## src/design/tag_front_end_defines.svh

```systemverilog
// Constants for the two-wire tag front end.
// Assumes inclusion by bare name from design files only.
`ifndef TAG_FRONT_END_DEFINES_SVH
`define TAG_FRONT_END_DEFINES_SVH

// Device type field, value arbitrary
`define DEV_TYPE_ID        4'h5
`define DEV_FIXED_BITS     2'h3
`define BYTE_BITS          4'h8
`define ACK_BIT_INDEX      4'h8
`define ADDR_RESET         16'h0000
`define MEM_BYTES          8192
`define RF_BLOCK_BITS      32

`endif

```

## src/design/tag_front_end_pkg.sv

```systemverilog
// Types for the two-wire tag front end.
// Assumes nothing beyond a SystemVerilog compiler.
package tag_front_end_pkg;

  typedef enum logic [2:0] {
    st_idle    = 3'b000,
    st_select  = 3'b001,
    st_addr_hi = 3'b010,
    st_addr_lo = 3'b011,
    st_wdata   = 3'b100,
    st_rdata   = 3'b101,
    st_ignore  = 3'b110
  } slave_state_e;

  typedef struct packed {
    logic [1:0] scl;
    logic [1:0] sda;
  } sync_s;

endpackage

```

## src/design/tag_i2c_front_end.sv

```systemverilog
// Two-wire slave front end of a dual-port tag, with activity and
// harvesting outputs. Assumes i_clock far faster than the bus clock
// and an external memory that answers rd_data one cycle after request.
`timescale 1ns/1ns
`include "tag_front_end_defines.svh"

// Function
// - Match select code by 4-bit type identifier in upper bits.
// - Acknowledge the select byte when it matches.
// - Drive acknowledge in ninth clock period after each written byte.
// - Slave only; every bit moves with master serial clock.
// - Byte addressed serial port; memory also seen as 32-bit RF blocks.
// - Write-pending mode: output low during each RF internal write.
// - Command-active mode: output low while an RF command runs.
// - Activity output is open drain: pull low or release.
// - Activity output released unless main supply present.
// - Harvesting off and output high-Z when disabled or field weak.
// - Select byte MSB first: type, area bit, two ones, direction.
module tag_i2c_front_end
  import tag_front_end_pkg::*;
(
  // Clock and reset
  input  wire logic        i_clock,
  input  wire logic        i_srst,
  // Serial bus pins
  input  wire logic        i_scl,
  input  wire logic        i_sda,
  output logic             o_sda,
  output logic             o_sda_oe,
  // Memory side
  output logic             o_wr_valid,
  output logic [15:0]      o_wr_addr,
  output logic [7:0]       o_wr_data,
  output logic             o_area_select_bit,
  output logic             o_rd_req,
  output logic [15:0]      o_rd_addr,
  input  wire logic [7:0]  i_rd_data,
  // RF core status and configuration
  input  wire logic        i_rf_write_active,
  input  wire logic        i_rf_cmd_active,
  input  wire logic        i_rf_command_active_mode,
  input  wire logic        i_vcc_present,
  output logic             o_rf_activity_output,
  output logic             o_rf_activity_output_oe,
  // Energy harvesting
  input  wire logic        i_harvest_enable,
  input  wire logic        i_field_ok,
  output logic             o_harvest_on,
  output logic             o_harvest_oe
);

  typedef struct packed {
    slave_state_e st;
    logic         scl_d;
    logic         sda_d;
    logic [3:0]   bit_cnt;
    logic [7:0]   shift;
    logic         rw;
    logic         area;
    logic [15:0]  addr;
    logic         sda_low;
    logic         wr_valid;
    logic [7:0]   wr_data;
    logic         rd_req;
    logic         rd_load;
    logic         act_low;
    logic         harvest;
  } front_s;

  front_s state_reg;
  front_s state_next;
  logic   scl_s;
  logic   sda_s;
  logic   scl_rise;
  logic   scl_fall;
  logic   start_seen;
  logic   stop_seen;
  logic   in_ack;

  pin_sync u_sync (
    .i_clock (i_clock),
    .i_srst  (i_srst),
    .i_scl   (i_scl),
    .i_sda   (i_sda),
    .o_scl   (scl_s),
    .o_sda   (sda_s)
  );

  // Select byte is type, area bit, two fixed ones, direction
  function automatic logic select_match(input logic [7:0] b);
    select_match = (b[7:4] == `DEV_TYPE_ID) &&
                   (b[2:1] == `DEV_FIXED_BITS);
  endfunction

  // ************************************************************
  // Bus events, sampled on synchronised levels
  // ************************************************************
  assign scl_rise   = scl_s & ~state_reg.scl_d;
  assign scl_fall   = ~scl_s & state_reg.scl_d;
  assign start_seen = scl_s & state_reg.scl_d & state_reg.sda_d & ~sda_s;
  assign stop_seen  = scl_s & state_reg.scl_d & ~state_reg.sda_d & sda_s;
  assign in_ack     = (state_reg.bit_cnt == `ACK_BIT_INDEX);

  // ************************************************************
  // Slave sequencer
  // ************************************************************
  always_comb begin
    state_next          = state_reg;
    state_next.scl_d    = scl_s;
    state_next.sda_d    = sda_s;
    state_next.wr_valid = 1'b0;
    state_next.rd_req   = 1'b0;
    if (start_seen) begin
      state_next.st      = st_select;
      // Clock fall that closes the start wraps this to zero
      state_next.bit_cnt = 4'hF;
      state_next.sda_low = 1'b0;
    end else if (stop_seen) begin
      state_next.st      = st_idle;
      state_next.sda_low = 1'b0;
    end else if (state_reg.st != st_idle && state_reg.st != st_ignore) begin
      // Read bytes move on the fall only, never on the rise
      if (scl_rise && !in_ack && state_reg.st != st_rdata) begin
        state_next.shift = {state_reg.shift[6:0], sda_s};
      end
      if (scl_rise && in_ack && state_reg.st == st_rdata && sda_s) begin
        // No-ack from master ends the read; wait for stop
        state_next.st = st_ignore;
      end
      if (scl_fall) begin
        if (in_ack) begin
          state_next.bit_cnt = 4'h0;
          state_next.sda_low = 1'b0;
          if (state_reg.st == st_rdata) begin
            state_next.sda_low = ~state_reg.shift[7];
          end
        end else if (state_reg.bit_cnt == `BYTE_BITS - 4'h1) begin
          state_next.bit_cnt = `ACK_BIT_INDEX;
          state_next.sda_low = 1'b0;
          case (state_reg.st)
            st_select: begin
              if (select_match(state_reg.shift)) begin
                state_next.sda_low = 1'b1;
                state_next.rw      = state_reg.shift[0];
                state_next.area    = state_reg.shift[3];
                state_next.st      = state_reg.shift[0] ? st_rdata
                                                        : st_addr_hi;
                state_next.rd_req  = state_reg.shift[0];
              end else begin
                state_next.st = st_ignore;
              end
            end
            st_addr_hi: begin
              state_next.addr[15:8] = state_reg.shift;
              state_next.sda_low    = 1'b1;
              state_next.st         = st_addr_lo;
            end
            st_addr_lo: begin
              state_next.addr[7:0] = state_reg.shift;
              state_next.sda_low   = 1'b1;
              state_next.st        = st_wdata;
            end
            st_wdata: begin
              state_next.wr_data  = state_reg.shift;
              state_next.wr_valid = 1'b1;
              state_next.addr     = state_reg.addr + 16'h0001;
              state_next.sda_low  = 1'b1;
            end
            st_rdata: begin
              // Release so the master can drive its ack bit
              state_next.addr   = state_reg.addr + 16'h0001;
              state_next.rd_req = 1'b1;
            end
            default: begin
              state_next.st = st_ignore;
            end
          endcase
        end else begin
          state_next.bit_cnt = state_reg.bit_cnt + 4'h1;
          if (state_reg.st == st_rdata) begin
            state_next.sda_low = ~state_reg.shift[6];
            state_next.shift   = {state_reg.shift[6:0], 1'b0};
          end
        end
      end
    end
    // Memory answers one cycle after the request pulse
    state_next.rd_load = state_reg.rd_req;
    // Load read byte; first bit goes out once ack slot ends
    if (state_reg.rd_load) begin
      state_next.shift = i_rd_data;
    end
    // ************************************************************
    // Activity and harvesting pins
    // ************************************************************
    state_next.act_low = i_vcc_present &&
                         (i_rf_command_active_mode ? i_rf_cmd_active
                                                   : i_rf_write_active);
    state_next.harvest = i_harvest_enable & i_field_ok;
  end

  always_ff @(posedge i_clock) begin
    if (i_srst) begin
      state_reg         <= '0;
      state_reg.st      <= st_idle;
      state_reg.scl_d   <= 1'b1;
      state_reg.sda_d   <= 1'b1;
      state_reg.addr    <= `ADDR_RESET;
    end else begin
      state_reg <= state_next;
    end
  end

  assign o_sda                   = 1'b0;
  assign o_sda_oe                = state_reg.sda_low;
  assign o_wr_valid              = state_reg.wr_valid;
  assign o_wr_addr               = state_reg.addr - 16'h0001;
  assign o_wr_data               = state_reg.wr_data;
  assign o_area_select_bit       = state_reg.area;
  assign o_rd_req                = state_reg.rd_req;
  assign o_rd_addr               = state_reg.addr;
  assign o_rf_activity_output    = 1'b0;
  assign o_rf_activity_output_oe = state_reg.act_low;
  assign o_harvest_on            = state_reg.harvest;
  assign o_harvest_oe            = state_reg.harvest;

endmodule

```

## src/design/pin_sync.sv

```systemverilog
// Two-flop synchronisers for the bus pins.
// Assumes pins are asynchronous to i_clock.
`timescale 1ns/1ns
module pin_sync
  import tag_front_end_pkg::*;
(
  // Clock and reset
  input  wire logic i_clock,
  input  wire logic i_srst,
  // Raw pins
  input  wire logic i_scl,
  input  wire logic i_sda,
  // Synchronised levels
  output logic      o_scl,
  output logic      o_sda
);

  sync_s state_reg;
  sync_s state_next;

  always_comb begin
    state_next     = state_reg;
    // Idle bus reads high
    state_next.scl = {state_reg.scl[0], i_scl};
    state_next.sda = {state_reg.sda[0], i_sda};
  end

  always_ff @(posedge i_clock) begin
    if (i_srst) begin
      state_reg <= '{scl: 2'h3, sda: 2'h3};
    end else begin
      state_reg <= state_next;
    end
  end

  assign o_scl = state_reg.scl[1];
  assign o_sda = state_reg.sda[1];

endmodule

```

## config.mk

```make
export PLATFORM = sky130hd
export DESIGN_NAME = tag_i2c_front_end
export DESIGN_NICKNAME = d
export VERILOG_FILES = /design/src/design/tag_front_end_pkg.sv /design/src/design/tag_i2c_front_end.sv /design/src/design/pin_sync.sv
export VERILOG_INCLUDE_DIRS = /design/src /design/src/design
export SDC_FILE = /design/constraint.sdc
export NUM_CORES = 1
export LEC_CHECK = 0
export ABC_AREA = 0
export BUFFER_PORTS_ARGS = -buffer_cell sky130_fd_sc_hd__buf_2
export CAP_MARGIN = 20
export CORE_ASPECT_RATIO = 1.75
export CORE_MARGIN = 10
export CORE_UTILIZATION = 60
export DETAILED_ROUTE_END_ITERATION = 7
export HOLD_SLACK_MARGIN = 0.08
export PLACE_DENSITY = 0.85
export SETUP_SLACK_MARGIN = 0.15
export SKIP_LAST_GASP = 1
export SLEW_MARGIN = 20
export SYNTH_ARGS = -nofsm -noshare
export SYNTH_HDL_FRONTEND = slang
export SYNTH_HIERARCHICAL = 1
export SYNTH_SLANG_ARGS = --single-unit
```

## constraint.sdc

```tcl
create_clock -name i_clock -period 5.3 [get_ports i_clock]
set_clock_uncertainty 0.15 [all_clocks]
set_input_delay 0.265 -clock i_clock [delete_from_list [all_inputs] [get_ports i_clock]]
set_output_delay 0.265 -clock i_clock [all_outputs]
set_load 0.005 [all_outputs]
```

==> out/metrics.json <==
{
  "critPathArrivalTime_ps": 2340,
  "power_leakage_nw": 1.326,
  "port_buffers": 64,
  "timing.max_slew.rel_slack": 0.3885,
  "mostFrequentLayoutCell": "buf_2",
  "antenna_violations_before_repair": 0,
  "die_h_um": 120.4,
  "final_antenna_net_count": 0,
  "period_share": 0.5193,
  "netlist.area_leader.share": 0.3012,
  "worstSetupPathType": "register to output pin",
  "core_region_area_um2": 5585,
  "cts.clk_slew.worst_paths_ps": 110,
  "crit_required_ps": 4890,
  "timing.final.max_slew_violations": 0,
  "cts_tree": "yes",
  "slowest_delay_ps": 510,
  "cts_post_setup_buffers_inserted": 0,
  "detail_route.vias_per_cell": 6.455,
  "max_clock_freq_mhz": 363.4,
  "design.die.area_um2": 9315,
  "worst_slew_pin_slew_ps": 917.3,
  "synth_enable_flop_cells": 0,
  "place.gp.congestion": 0.9828,
  "grt-ovfl-total": 0,
  "globalRouteTotalUtil": 0.1957,
  "period_needed_ps": 2752,
  "setup-tns-final_ps": 0,
  "timing.final.hold_violations": 0,
  "power.ir.vdd_worst_mv": 0.2361,
  "path_delay_family": "simple AND/OR/NAND/NOR gates",
  "syn-mean-instance-area_um2": 7.944,
  "dieWidth_um": 77.37,
  "rsz_0062_raised_after_global_routing": "false",
  "antenna_cells_inserted": 0,
  "kind_of_capture_point_of_the_worst_setup_path": "output pin",
  "crit_slowest_cell": "nor4_2",
  "cts-htree-levels": 2,
  "clock-sinks": 52,
  "route.final.wire_length_mm": 9.465,
  "global_route_wire_length_before_repair_mm": 15.70,
  "initial_utilization": 0.6187,
  "instance_count_of_the_mapped_netlist": 435,
  "async_flop_share": 0,
  "timing.hold.worst.class": "primary input to register",
  "max-clock-path-buffers": 2,
  "dr_wl_cell_um": 17.72,
  "dpl.hpwl_mm": 6.813,
  "io_pins": 67,
  "detailedRoute.firstPassIterationCount": 5,
  "grt_pass1_vias": 3363,
  "critical_path_buf_inv_count": 1,
  "post_dp_area_um2": 3556,
  "synth_top_cells_by_area": "dfxtp_1, buf_4, nand2_1, a21oi_1, nor2b_1",
  "synth.ff_latch_count": 52,
  "synthesis.yosys.warnings": 6,
  "setup_viol": 0,
  "synth_area_leader_cell": "dfxtp_1",
  "clock_latency_ps": 320,
  "yosysSeqAreaShare": 0.3012,
  "clock_tree.root_cell": "clkbuf_8",
  "max_ffs_per_register": 18,
  "ys.flop_type": "dfxtp_1",
  "route.detailed.drc": 0,
  "floorplan.rows": 36,
  "drt_iter0_drc": 407,
  "dr_total_vias": 3447,
  "outcome": "completed",
  "maxCapViolCount": 0,
  "netlist_area_um2": 3456,
  "crit_path_max_fanout": 12,
  "power_per_cell_area_nw_per_um2": 189.1,
  "final_layout_size_suffix_gt1_frac": 0.2009,
  "synthDistinctLibCells": 70,
  "grt_max_degree": 53,
  "areaGrowthSynthToFinish_pct": 7.169,
  "post-route-cell-area_um2": 3704,
  "finalNetCount": 479,
  "numCtsBuffers": 5,
  "startpoint_type": "register",
  "path_cells": "nor4_2 -> nand3_1 -> or4_1 -> xnor2_1 -> buf_2",
  "most-common-layout-cells": "buf_2, dfxtp_1, nand2_1"
}
-- worst reg2reg max path: cells and delay by family (launching register included) --
kind | cells | cell delay [ps]
adder cells (fa/ha/maj) | 1 | 270
AND/OR/NAND/NOR | 3 | 1400
flip-flops | 1 | 410
AO/OA/AOI/OAI | 1 | 160
-- repair_timing --
action                                 4_1_cts  5_1_grt
gates resized for setup                      0        0
endpoints found under the hold margin        4        0
hold buffers                                 5        0
-- per-stage QoR --
step	instances	util	total power [mW]	hold WS (ps)	setup slack (ps)
2_1_floorplan	436	-	0.4426	212.1	3271
3_3_place_gp	521	0.6366	0.4581	240.8	2871
3_5_place_dp	521	0.6366	0.4591	246.2	2801
4_1_cts	534	0.6629	0.7013	127.2	2525
5_1_grt	534	0.6631	0.7280	128.8	2396
6_report	534	0.6631	0.7005	116.8	2548
-- per-layer routing --
metal	GRT usage	up-vias	share of wire
met5	0	-	0
met2	0.3640	157	0.54
met3	0.04080	36	0.065
met1	0.1957	1631	0.35
met4	0.1078	0	0.042
li1	-	1623	-
-- kinds of logic (layout without fill, tap and decap cells) --
logic type,Yosys count,count (layout),share of synthesized area
AO/OA/AOI/OAI,119,119,0.2462
flip-flops,52,52,0.3012
multiplexers,4,4,0.01195
other,1,2,0.001085
adder cells (fa/ha/maj),4,4,0.01448
AND/OR/NAND/NOR,172,172,0.2806
XOR/XNOR,15,15,0.03802
buffers and inverters,68,90,0.1064
-- layout make-up --
| type | instances | area (µm²) |
|---|---|---|
| sequential | 52 | 1041 |
| clock inverter | 3 | 27.53 |
| fill | 515 | 1882 |
| timing repair buffer | 69 | 370.4 |
| tap | 76 | 95.09 |
| multi-input combinational | 316 | 2052 |
| clock buffer | 5 | 68.82 |
| inverter | 13 | 48.80 |
-- power breakdown --
group / switching (mW) / internal (mW)
Sequential: 0.00560 / 0.395
Combinational: 0.0284 / 0.0240
Clock: 0.150 / 0.0973
Total: 0.184 / 0.517
-- synthesized netlist by cell type, drive strengths merged, types with 4 or more instances --
master	number
a211oi	8
a21oi	26
a22oi	9
a31o	4
a31oi	6
and2	8
buf	37
clkbuf	18
dfxtp	52
ha	4
inv	13
nand2	41
nand2b	6
nand3	14
nand3b	7
nand4	10
nor2	16
nor2b	18
nor3	7
nor4	15
o21ai	21
o221ai	7
o22ai	4
or2	7
or3	5
or4	6
xnor2	9
xor2	6
-- worst paths after layout --
check | start | endpoint | slack (ps) | depth (start not counted)
max | o_rd_addr[2] | o_wr_addr[9] | 2550 | 5
min | i_rd_data[0] | state_reg[32] | 120 | 3
max reg2reg | state_reg[40] | o_wr_data[7] | 2850 | 5
min reg2reg | u_sync/state_next[3] | u_sync/o_scl | 270 | 1
Note: power is estimated with default switching activity, not from simulation.
